<file path="src/inc/lad_defs.svh">
// Purpose: Constants for the low-area address decoder
// Assumes: 16-bit multiplexed address/data bus, 8-bit data
// Notes:   Included by the package and design files
`ifndef LAD_DEFS_SVH
`define LAD_DEFS_SVH
// ==================================================================
// Address map
`define LAD_RAMCTL_ADDR   16'h0014
`define LAD_RAMCTL_BIT    6
`define LAD_RAMCTL_RST    8'h00
`define LAD_PORT_KSCAN    4'h0
`define LAD_PORT_KRET_LO  4'h2
`define LAD_PORT_LCD_CS   4'h6
`define LAD_PORT_KRET_HI  4'h8
`define LAD_PORT_LCD_SER  4'hA
`define LAD_PORT_SLEEP    4'hC
`define LAD_REG_TOP       16'h001F
`define LAD_INTRAM_LO     16'h0080
`define LAD_INTRAM_HI     16'h00FF
`define LAD_EXTRAM_LO     16'h0100
`define LAD_RAM0_TOP      16'h07FF
// ==================================================================
// Timing
`define LAD_BUS_DIV       4
`endif

</file>
<file path="src/inc/lad_pkg.sv">
// Purpose: Types for the low-area address decoder
// Assumes: lad_defs.svh holds all numeric constants
// Notes:   Strobe groups travel as packed structs
`include "lad_defs.svh"
package lad_pkg;
   // ===============================================================
   // Decoded selects, all active high inside the block
   typedef struct packed {
      logic low_area;
      logic rtc;
      logic io_gate;
      logic kscan;
      logic kret_lo;
      logic lcd_cs;
      logic kret_hi;
      logic lcd_ser;
      logic sleep_mask;
      logic int_reg;
      logic int_ram;
      logic ext_ram;
      logic ram0;
      logic ramctl;
   } lad_sel_s;
   typedef enum logic [1:0] {
      LAD_ST_IDLE = 2'b00,
      LAD_ST_ADDR = 2'b01,
      LAD_ST_DATA = 2'b10
   } lad_phase_e;
   typedef struct packed {
      logic [1:0]  div;
      logic        clk_en;
      logic [15:0] addr;
      logic        as_s1;
      logic        as_s2;
      logic        e_s1;
      logic        e_s2;
      logic        as_prev;
      lad_phase_e  phase;
      logic [7:0]  ramctl;
      logic [7:0]  rdata;
      logic        rdata_oe_n;
      lad_sel_s    sel;
      logic [2:0]  bank;
      logic [7:0]  kscan;
      logic        lcd_sck;
      logic        lcd_sd;
   } lad_state_s;
endpackage : lad_pkg

</file>
<file path="src/core/lad_addr_map.sv">
// Purpose: Combinational map of a latched address to selects
// Assumes: Address is stable for the whole data phase
// Notes:   Selects except low_area are qualified later by the enable strobe
`timescale 1ns/1ps
`include "lad_defs.svh"
module lad_addr_map
   import lad_pkg::*;
(
   input  wire logic [15:0] addr,
   input  wire logic        int_ram_on,
   output lad_sel_s         sel,
   output logic [2:0]       bank
);
   logic low;
   always_comb begin
      sel      = '0;
      low      = (addr[15:7] == 9'h000);
      sel.low_area = low;
      sel.int_reg  = (addr <= `LAD_REG_TOP);
      sel.ramctl   = (addr == `LAD_RAMCTL_ADDR);
      sel.rtc      = low && addr[6];
      sel.io_gate  = low && !addr[6] && addr[5] && !addr[4];
      if (sel.io_gate && !addr[0]) begin
         sel.kscan      = (addr[3:0] == `LAD_PORT_KSCAN);
         sel.kret_lo    = (addr[3:0] == `LAD_PORT_KRET_LO);
         sel.lcd_cs     = (addr[3:0] == `LAD_PORT_LCD_CS);
         sel.kret_hi    = (addr[3:0] == `LAD_PORT_KRET_HI);
         sel.lcd_ser    = (addr[3:0] == `LAD_PORT_LCD_SER);
         sel.sleep_mask = (addr[3:0] == `LAD_PORT_SLEEP);
      end
      sel.int_ram = int_ram_on && addr >= `LAD_INTRAM_LO && addr <= `LAD_INTRAM_HI;
      sel.ext_ram = !low && !sel.int_ram;
      sel.ram0    = sel.ext_ram && addr <= `LAD_RAM0_TOP;
      bank        = low ? 3'h0 : {addr[3], addr[2], addr[1]};
   end
endmodule : lad_addr_map

</file>
<file path="src/core/lad_decoder.sv">
// Purpose: Low-area decoder for a multiplexed processor bus
// Assumes: Bus pins are asynchronous and pass two flip-flops
// Notes:   All strobes are active low and registered
`timescale 1ns/1ps
`include "lad_defs.svh"
// What this block does
// - Low-area select active when address lines 7 to 15 all low.
// - Low-area select suppresses external RAM chip enable for 0000 to 007F.
// - Clock chip enable low when low area and address bit 6.
// - Low area with bit 6 low, bit 5 high, bit 4 low enables I/O gates for six ports.
// - Port 0020 gives keyboard scan gate and setting switch read.
// - Read of 0022 returns key return lines 0 to 7.
// - Port 0026 strobes LCD select (LCD pointer load).
// - Read of 0028 returns key lines 8,9, power switch, LCD busy.
// - Port 002A outputs LCD serial clock and data.
// - Port 002C strobes sleep-mode interrupt masking.
// - LCD buffers reached only through ports 0026 and 002A.
// - RAM control bit 6 selects internal RAM, no external access.
// - Range 0080 to 00FF steered by RAM control bit 6.
// - 0000 to 001F internal registers, 0020 to 007F external I/O.
// - 0100 to FFFF map to external memory.
// - Bus clock is the oscillator divided by four.
// - Address latched on address strobe, data moved during enable.
// - Low-area select goes out to the expansion connector.
// - Expansion bank from low address bits, bit 0 ignored.
module lad_decoder
   import lad_pkg::*;
(
   input  wire logic        ref_clk,
   input  wire logic        nrst,
   input  wire logic [7:0]  bus_ad_in,
   input  wire logic [15:8] bus_addr_hi,
   output logic [7:0]       bus_ad_out,
   output logic             bus_ad_oe_n,
   input  wire logic        address_strobe,
   input  wire logic        enable_strobe,
   input  wire logic        rd_wr,
   input  wire logic [9:0]  key_return_lines,
   input  wire logic        setting_switch,
   input  wire logic        power_switch_state,
   input  wire logic        lcd_busy,
   output logic             bus_clk_en,
   output logic             low_area_select_n,
   output logic             expansion_connector_low_n,
   output logic [2:0]       expansion_bank,
   output logic             ram_chip_enable_two_n,
   output logic             ext_ram_ce_n,
   output logic             rtc_enable_n,
   output logic [7:0]       key_scan_columns,
   output logic             key_scan_gate_n,
   output logic             lcd_pointer_load_n,
   output logic             lcd_serial_clk,
   output logic             lcd_serial_data,
   output logic             sleep_mask_set_n,
   output logic             int_ram_sel
);
   // ===============================================================
   // State
   lad_state_s q, d;
   lad_sel_s   map_sel;
   logic [2:0] map_bank;
   logic       e_act;
   logic       as_fall;
   logic       rd_s1, rd_s2;
   logic [7:0] ad_s1, ad_s2;
   logic [7:0] hi_s1, hi_s2;
   logic [9:0] kr_s1, kr_s2;
   logic [2:0] misc_s1, misc_s2;

   // ===============================================================
   // Input synchronisers
   always_ff @(posedge ref_clk or negedge nrst) begin
      if (!nrst) begin
         rd_s1   <= 1'b1;
         rd_s2   <= 1'b1;
         ad_s1   <= 8'h00;
         ad_s2   <= 8'h00;
         hi_s1   <= 8'h00;
         hi_s2   <= 8'h00;
         kr_s1   <= 10'h000;
         kr_s2   <= 10'h000;
         misc_s1 <= 3'h0;
         misc_s2 <= 3'h0;
      end else begin
         rd_s1   <= rd_wr;
         rd_s2   <= rd_s1;
         ad_s1   <= bus_ad_in;
         ad_s2   <= ad_s1;
         hi_s1   <= bus_addr_hi;
         hi_s2   <= hi_s1;
         kr_s1   <= key_return_lines;
         kr_s2   <= kr_s1;
         misc_s1 <= {setting_switch, power_switch_state, lcd_busy};
         misc_s2 <= misc_s1;
      end
   end

   // ===============================================================
   // Address map
   lad_addr_map u_map (
      .addr       (q.addr),
      .int_ram_on (q.ramctl[`LAD_RAMCTL_BIT]),
      .sel        (map_sel),
      .bank       (map_bank)
   );

   // ===============================================================
   // Next state
   always_comb begin
      d          = q;
      d.as_s1    = address_strobe;
      d.as_s2    = q.as_s1;
      d.e_s1     = enable_strobe;
      d.e_s2     = q.e_s1;
      d.as_prev  = q.as_s2;
      as_fall    = q.as_prev && !q.as_s2;
      e_act      = q.e_s2 && (q.phase == LAD_ST_DATA);
      // Bus clock enable: one pulse every fourth cycle
      d.div      = (q.div == 2'(`LAD_BUS_DIV - 1)) ? 2'h0 : q.div + 2'h1;
      d.clk_en   = (q.div == 2'(`LAD_BUS_DIV - 1));
      case (q.phase)
         LAD_ST_IDLE: begin
            if (q.as_s2) begin
               d.phase = LAD_ST_ADDR;
            end
         end
         LAD_ST_ADDR: begin
            if (as_fall) begin
               d.addr  = {hi_s2, ad_s2};
               d.phase = LAD_ST_DATA;
            end
         end
         LAD_ST_DATA: begin
            if (q.as_s2) begin
               d.phase = LAD_ST_ADDR;
            end
         end
         default: begin
            d.phase = LAD_ST_IDLE;
         end
      endcase
      // Selects other than low_area only live while the enable strobe is active
      d.sel        = e_act ? map_sel : '0;
      d.sel.low_area = (q.phase == LAD_ST_DATA) && map_sel.low_area;
      d.bank       = map_bank;
      // Writes taken at the end of the enable phase
      if (e_act && !q.e_s1 && !rd_s2) begin
         if (map_sel.ramctl) begin
            d.ramctl = ad_s2;
         end
         if (map_sel.kscan) begin
            d.kscan = ad_s2;
         end
      end
      // Serial LCD clock follows the port strobe ANDed with write
      d.lcd_sck = e_act && map_sel.lcd_ser && !rd_s2;
      if (e_act && map_sel.lcd_ser && !rd_s2) begin
         d.lcd_sd = ad_s2[0];
      end
      // Read data
      d.rdata_oe_n = 1'b1;
      d.rdata      = 8'h00;
      if (e_act && rd_s2) begin
         if (map_sel.kret_lo) begin
            d.rdata      = kr_s2[7:0];
            d.rdata_oe_n = 1'b0;
         end else if (map_sel.kret_hi) begin
            d.rdata      = {4'h0, misc_s2[0], misc_s2[1], kr_s2[9:8]};
            d.rdata_oe_n = 1'b0;
         end else if (map_sel.kscan) begin
            d.rdata      = {7'h00, misc_s2[2]};
            d.rdata_oe_n = 1'b0;
         end
      end
   end

   always_ff @(posedge ref_clk or negedge nrst) begin
      if (!nrst) begin
         q            <= '0;
         q.phase      <= LAD_ST_IDLE;
         q.ramctl     <= `LAD_RAMCTL_RST;
         q.rdata_oe_n <= 1'b1;
      end else begin
         q <= d;
      end
   end

   // ===============================================================
   // Outputs, all straight from flip-flops
   assign bus_clk_en                = q.clk_en;
   assign bus_ad_out                = q.rdata;
   assign bus_ad_oe_n               = q.rdata_oe_n;
   assign low_area_select_n         = !q.sel.low_area;
   assign expansion_connector_low_n = !q.sel.low_area;
   assign expansion_bank            = q.bank;
   assign ram_chip_enable_two_n     = !q.sel.ram0;
   assign ext_ram_ce_n              = !q.sel.ext_ram;
   assign rtc_enable_n              = !q.sel.rtc;
   assign key_scan_columns          = q.kscan;
   assign key_scan_gate_n           = !q.sel.kscan;
   assign lcd_pointer_load_n        = !q.sel.lcd_cs;
   assign lcd_serial_clk            = q.lcd_sck;
   assign lcd_serial_data           = q.lcd_sd;
   assign sleep_mask_set_n          = !q.sel.sleep_mask;
   assign int_ram_sel               = q.ramctl[`LAD_RAMCTL_BIT];
endmodule : lad_decoder

</file>
<file path="config.mk">
export PLATFORM = sky130hd
export DESIGN_NAME = lad_decoder
export DESIGN_NICKNAME = d
export VERILOG_FILES = /design/src/inc/lad_pkg.sv /design/src/core/lad_addr_map.sv /design/src/core/lad_decoder.sv
export VERILOG_INCLUDE_DIRS = /design/src /design/src/inc
export SDC_FILE = /design/constraint.sdc
export NUM_CORES = 1
export LEC_CHECK = 0
export BUFFER_PORTS_ARGS = -buffer_cell sky130_fd_sc_hd__buf_2
export CAP_MARGIN = 20
export CORE_MARGIN = 3
export CORE_UTILIZATION = 54
export CTS_CLUSTER_SIZE = 25
export DETAILED_ROUTE_END_ITERATION = 8
export GPL_TIMING_DRIVEN = 0
export MAX_ROUTING_LAYER = met4
export PLACE_DENSITY = 0.83
export SETUP_SLACK_MARGIN = 0.3
export SLEW_MARGIN = 20
export SYNTH_ARGS = -nofsm -noshare
export SYNTH_HDL_FRONTEND = slang
export SYNTH_SLANG_ARGS = --single-unit
</file>
<file path="constraint.sdc">
create_clock -name ref_clk -period 2.2 [get_ports ref_clk]
set_clock_uncertainty 0.05 [all_clocks]
set_input_delay 0.11 -clock ref_clk [delete_from_list [all_inputs] [get_ports ref_clk]]
set_output_delay 0.11 -clock ref_clk [all_outputs]
set_load 0.02 [all_outputs]
</file>
==> flow_metrics.py, run 1 <==
metrics = {
    "outcome": {
        "status": "completed",
    },
    "grt": {
        "gr-usage-all-layers_pct": 20.64,
        "met3_usage_pct": 6.778,
        "grt_pass1_wl_microns": 12270,
        "grt_max_degree": 89,
        "antenna_found_initial": 0,
        "busiest_layer": "met2",
        "grt-ovfl-total": 0,
        "grt_use_met1_pct": 23.93,
        "grt_pass1_vias": 2486,
        "grt_use_met2_pct": 32.92,
    },
    "clocking": {
        "clk_latency_ns": 0.51,
        "cts_tree": "built",
        "cts.sinks": 116,
        "cts_buffer_depth": 2,
        "root_buffer": "clkbuf_8",
        "cts_buffers": 17,
        "clk_pin_slew_ns": 0.06,
        "htreeDepth": 4,
    },
    "synthesis": {
        "async_reset_ff_share_pct": 100.0,
        "ys_warn_count": 0,
        "ys_seq_area_share_pct": 76.04,
        "syn_area_sq_um": 3822,
        "synth_cells": 234,
        "synthFlopType": "dfrtp_1",
        "synthTopCellsByArea": "dfrtp_1 (74%), mux2_2 (7.7%), buf_4 (3.9%), dfstp_2 (2.1%), nor2b_1 (0.98%)",
        "synth_edf_count": 0,
        "yosysUniqueCellTypes": 32,
        "ys_ff_latch": 116,
        "netlist.area_leader.share_pct": 73.98,
        "yosys.area.top_type": "dfrtp_1",
        "synthesis.nets": 269,
        "syn_area_per_cell_sq_um": 16.34,
    },
    "worst_setup_path": {
        "path_delay_family": "simple AND/OR/NAND/NOR gates",
        "path_class": "reg -> reg",
        "required_ns": 2.54,
        "slowest_delay_ns": 0.54,
        "worstPathCellList": "or4_4 -> buf_6 -> nor4b_4 -> buf_4 -> nand4_1 -> mux2_2",
        "end_kind": "flip-flop",
        "startpoint_type": "flip-flop",
        "cp.depth": 6,
        "slowest_stage": "or4_4",
        "crit_arrival_ns": 2.37,
        "cp_num_buf_inv": 2,
        "reg2reg_depth": 6,
        "path_max_fanout": 5,
    },
    "finish": {
        "areaGrowthSynthToFinish_pct": 42.13,
        "postLayoutCoreUtil_pct": 79.52,
        "diodes": 0,
        "design_area_sq_um": 5433,
        "stdcell_count": 472,
        "nets": 399,
        "nFillCells": 353,
        "layout-drive-gt1-share_pct": 45.48,
    },
    "pwr": {
        "vdd_ir_drop_max_mv": 0.6440,
        "p_leak_nw": 2.623,
        "p_per_area_nw_per_um2": 1039,
    },
    "routing": {
        "firstDrtPassIters": 4,
        "drtAntennaViolNets": 0,
        "drt_iter0_drc": 207,
        "wl_microns": 7392,
        "vias": 2247,
        "wire_per_inst_microns": 15.66,
        "drc_errors": 0,
        "via_per_inst": 4.761,
    },
    "floorplanning": {
        "io_pins": 66,
        "die_area_sq_um": 8124,
        "initial_core_util_pct": 55.95,
        "die_w_microns": 90.14,
        "coreArea_sq_um": 6832,
        "die-height_microns": 90.14,
        "num_rows": 30,
    },
    "place": {
        "dp_hpwl_microns": 3907,
        "place_congestion": 0.7304,
        "place_inst": 396,
        "io_buffers": 65,
        "place_area_sq_um": 4302,
    },
    "timing": {
        "clock.fmax_mhz": 492.7,
        "finalCriticalPeriod_ns": 2.030,
        "max_slew.worst_pin.slew_ns": 0.7745,
        "fin_tns_setup_ns": 0,
        "slew_headroom_pct": 47.03,
        "hold_slack_ns": 0.05379,
        "finalHoldViolCount": 0,
        "rsz0062_at_grt": "yes",
        "post-route-period-util_pct": 92.25,
        "setup_viol": 0,
        "slew_viol_final": 0,
    },
    "flow_run": {
        "drv_cap": 0,
    },
    "hold_path": {
        "min_path_type": "in -> async",
    },
}
==> logic make-up (layout without fill, tap and decap cells) <==
family | Yosys count | in the layout | share of synthesized area, %
compound gates | 10 | 10 | 1.800
fa+ha+maj | 1 | 1 | 0.3273
simple gates | 50 | 50 | 9.165
buf+inv | 31 | 173 | 5.008
mux | 26 | 26 | 7.660
flops | 116 | 116 | 76.04
==> layout by cell type, fill, tap and decap left out, types with 2 or more instances in the layout <==
| cell | instances |
|---|---|
| mux2_2 | 17 |
| buf_12 | 2 |
| a32oi_1 | 3 |
| clkbuf_1 | 2 |
| inv_1 | 9 |
| dfstp_2 | 3 |
| dlygate4sd3_1 | 33 |
| mux2_4 | 9 |
| nand2_1 | 4 |
| dfrtp_1 | 113 |
| nand4_1 | 3 |
| a21oi_1 | 3 |
| bufinv_16 | 3 |
| buf_6 | 2 |
| buf_4 | 29 |
| and3_4 | 2 |
| nor3_1 | 4 |
| clkinv_2 | 2 |
| clkinvlp_4 | 3 |
| nand3b_1 | 2 |
| and3_1 | 3 |
| nand2b_1 | 2 |
| and2_1 | 2 |
| clkbuf_8 | 6 |
| buf_2 | 64 |
| clkbuf_16 | 16 |
| nor2_1 | 7 |
| nor2b_1 | 6 |
==> repair_timing <==
| item | CTS | global route |
|---|---|---|
| pin swaps | 6 | 7 |
| endpoints found under the hold margin | 145 | 0 |
| setup buffers | 6 | 5 |
| setup endpoints to repair | 31 | 32 |
| hold buffers | 34 | 0 |
| resized for setup | 13 | 8 |
| gates cloned | 0 | 0 |
==> registers in the layout, indices dropped and copies added (netlist names), 3 cells and up <==
name and count:
q 29, hi_s2 8, misc_s2 3, d 3
hi_s1 8, kr_s2 10, ad_s1 8, bus_ad_out 8
kr_s1 10, misc_s1 3, ad_s2 8, key_scan_columns 8
expansion_bank 3
==> metrics by stage <==
step | power [W] | setup WS [ns]
after CTS | 0.005631 | 0.1571
after floorplan | 0.002651 | 0.2314
final | 0.005645 | 0.1704
after global placement | 0.002783 | -0.1941
after detailed placement | 0.002822 | 0.008977
after global routing | 0.005856 | 0.1211
==> where the power goes <==
part           switching, W  internal (W)
Combinational      0.000237      0.000244
Clock              0.000884       0.00186
Sequential         0.000119       0.00230
Total               0.00124       0.00440
==> Yosys cell counts, drive strengths merged (2+ instances only) <==
master	n
nor3b	2
clkbuf	2
a21oi	3
nand4	3
nand3b	2
nor2	9
nand2	4
buf	20
and3	5
nand2b	2
and2	2
nor3	6
dfrtp	113
mux2	26
inv	9
nand3	2
nor2b	6
dfstp	3
a32oi	3
==> path summary, 6_finish.rpt <==
path	slack [ns]	end	startpoint
min	0.05	d[46]	nrst
min reg2reg	0.29	hi_s2[1]	hi_s1[1]
max reg2reg	0.17	int_ram_sel	q[59]
min in group ref_clk	0.19	misc_s1[2]	setting_switch
max	0.17	int_ram_sel	q[59]
max in group asynchronous	1.62	bus_ad_oe_n	nrst
==> cell type report <==
class	count	area, sq um	share of cell area [%]
sequential	116	2907	53.50
clock inverter	8	122.6	2.257
multi-input combinational	87	795.8	14.65
timing repair buffer	111	808.3	14.88
buffer	22	158.9	2.925
inverter	9	33.78	0.6218
tap	96	120.1	2.211
clock buffer	23	486.7	8.959
==> layer usage <==
metal  up-vias  share of wire (%)
met1      1118                 42
met2        81                 52
met3        16                4.2
li1       1032                  -
met4         0                2.4
met5         -                  0
==> worst min-delay path, delay by kind of cell <==
kind     cells  cell delay, ns
buf+inv      3            0.84
(Power assumes the default switching activity.)
==> run 2: changes to the inputs <==
--- a/config.mk
+++ b/config.mk
@@ -6,7 +6,7 @@
 export SDC_FILE = /design/constraint.sdc
 export NUM_CORES = 1
 export LEC_CHECK = 0
-export BUFFER_PORTS_ARGS = -buffer_cell sky130_fd_sc_hd__buf_2
+export BUFFER_PORTS_ARGS = -buffer_cell sky130_fd_sc_hd__clkbuf_2
 export CAP_MARGIN = 20
 export CORE_MARGIN = 3
 export CORE_UTILIZATION = 54
==> run 2 against run 1 <==
Sequential power hardly changed. Final cell count did not move. Flip-flop and latch count did not move. Cell area is 1.5% lower. First-iteration DRC count fell by 29%. Clock-buffer cell count down 2. Global-route usage grew 0.50 points.
==> flow_metrics.py, run 2 (synthesis results as in run 1) <==
metrics = {
    "place": {
        "dp_hpwl_microns": 4027,
        "place_inst": 396,
        "place_congestion": 0.7269,
        "io_buffers": 65,
        "place_ws_ns": -0.03378,
    },
    "clocking": {
        "root_buffer": "clkbuf_8",
        "cts_tree": "built",
        "cts_buffers": 17,
        "clk_latency_ns": 0.50,
        "cts_buffer_depth": 2,
        "htreeDepth": 4,
        "cts.sinks": 116,
        "clk_pin_slew_ns": 0.06,
    },
    "worst_setup_path": {
        "startpoint_type": "flip-flop",
        "end_kind": "flip-flop",
        "path_max_fanout": 8,
        "r2r_slack_ns": 0.16,
        "crit_arrival_ns": 2.37,
        "path_class": "reg -> reg",
        "required_ns": 2.53,
        "reg2reg_to": "key_scan_columns[2]",
        "regToRegStartpoint": "q[59]",
        "reg2reg_depth": 5,
    },
    "routing": {
        "via_per_inst": 4.754,
        "wl_microns": 7787,
        "drt_iter0_drc": 146,
        "drc_errors": 0,
        "firstDrtPassIters": 5,
        "drtAntennaViolNets": 0,
        "wire_per_inst_microns": 16.50,
        "vias": 2244,
    },
    "grt": {
        "grt_pass1_vias": 2490,
        "met3_usage_pct": 6.778,
        "grt_pass1_wl_microns": 12720,
        "busiest_layer": "met2",
        "grt_use_met2_pct": 33.67,
        "gr-usage-all-layers_pct": 21.14,
        "grt-ovfl-total": 0,
        "grt_max_degree": 72,
        "grt_use_met1_pct": 25.00,
        "antenna_found_initial": 0,
    },
    "finish": {
        "areaGrowthSynthToFinish_pct": 40.07,
        "biggestRegsByFlops": "q: 29 flops, kr_s1: 10 flops, kr_s2: 10 flops",
        "final_cell_mix": "dfrtp_1 (113), clkbuf_2 (65), dlygate4sd3_1 (33), buf_4 (26), mux2_2 (17)",
        "largest_reg_flops": 29,
        "layout-drive-gt1-share_pct": 44.15,
        "nets": 398,
        "regMostFlops": "q",
        "diodes": 0,
        "final_common_cell": "dfrtp_1",
        "stdcell_count": 472,
    },
    "floorplanning": {
        "die_w_microns": 90.14,
        "coreArea_sq_um": 6832,
        "initial_core_util_pct": 55.95,
        "die-height_microns": 90.14,
        "num_rows": 30,
        "io_pins": 66,
        "die_area_sq_um": 8124,
    },
    "timing": {
        "clock.fmax_mhz": 490.1,
        "finalCriticalPeriod_ns": 2.040,
        "worst_slack_ns": 0.1596,
        "setup_viol": 0,
        "slew_viol_final": 0,
        "max_slew.worst_pin.slew_ns": 0.8107,
        "finalHoldViolCount": 0,
        "hold_slack_ns": 0.08236,
        "rsz0062_at_grt": "yes",
        "slew_headroom_pct": 44.56,
        "post-route-period-util_pct": 92.75,
    },
    "pwr": {
        "vdd_ir_drop_max_mv": 0.7713,
        "p_total_w": 0.005398,
        "p_leak_nw": 2.595,
        "p_per_area_nw_per_um2": 1008,
    },
    "flow_run": {
        "drv_cap": 0,
    },
    "hold_path": {
        "min_path_type": "in -> async",
    },
    "outcome": {
        "status": "completed",
    },
}
run 2: cell types whose count changed in the layout (fill, tap and decap cells not counted), moves of 2 or more:
cell / change
buf_2: -64
buf_4: -3
buf_6: +2
clkbuf_1: +2
clkbuf_2: +64
clkbuf_8: -3
clkinv_2: +5
run 2: per-layer routing:
layer / vias to the layer above / routed length [microns]
met5: - / 0
met4: 0 / 82
met3: 12 / 431
met2: 84 / 4195
met1: 1117 / 3077
li1: 1031 / -
run 2: worst max path at each step:
stage / from / slack [ns] / cells after the start / endpoint
after detailed placement: q[45] / -0.03 / 4 / q[65]
final: q[59] / 0.16 / 5 / key_scan_columns[2]
after floorplan: q[58] / 0.23 / 4 / key_scan_columns[0]
after global routing: q[59] / 0.10 / 5 / lcd_serial_data
after CTS: q[59] / 0.16 / 5 / key_scan_columns[6]
after global placement: nrst / -0.46 / 1 / q[69]
run 2: metrics by stage:
step	setup TNS [ns]	instance area [sq um]	utilization (%)
floorplan	0	3822	-
CTS	0	5294	77.49
global route	0	5354	78.37
global placement	-51.06	4268	62.47
detailed placement	-0.2034	4304	63.00
finish	0	5354	78.37
run 2: timing repair:
action / in CTS / in global routing
hold buffers: 33 / 0
gates resized for setup: 14 / 7
hold endpoints to repair: 145 / 0
setup endpoints to repair: 31 / 20
buffers inserted: 7 / 4
pin swaps: 4 / 7
run 2: final cells by class:
cell class / count / area [sq um]
Sequential cell: 116 / 2907
Fill cell: 366 / 1478
Timing Repair Buffer: 110 / 802.0
Multi-Input combinational cell: 87 / 783.3
Clock buffer: 21 / 439.2
Buffer: 22 / 158.9
Tap cell: 96 / 120.1
Clock inverter: 11 / 110.1
Inverter: 9 / 33.78
run 2: critical path, stage by stage, from the launching register on:
cell and delay, ns:
dfrtp_1 0.39, or4_4 0.59, nand4b_4 0.23, nor3_4 0.18, buf_12 0.17, mux2_4 0.31
run 2: where the power goes:
part	total, W	leakage [nW]	switching (W)	internal [W]
clock	0.00250	0.271	0.000881	0.00162
combinational	0.000478	0.908	0.000236	0.000242
sequential	0.00242	1.42	0.000120	0.00230
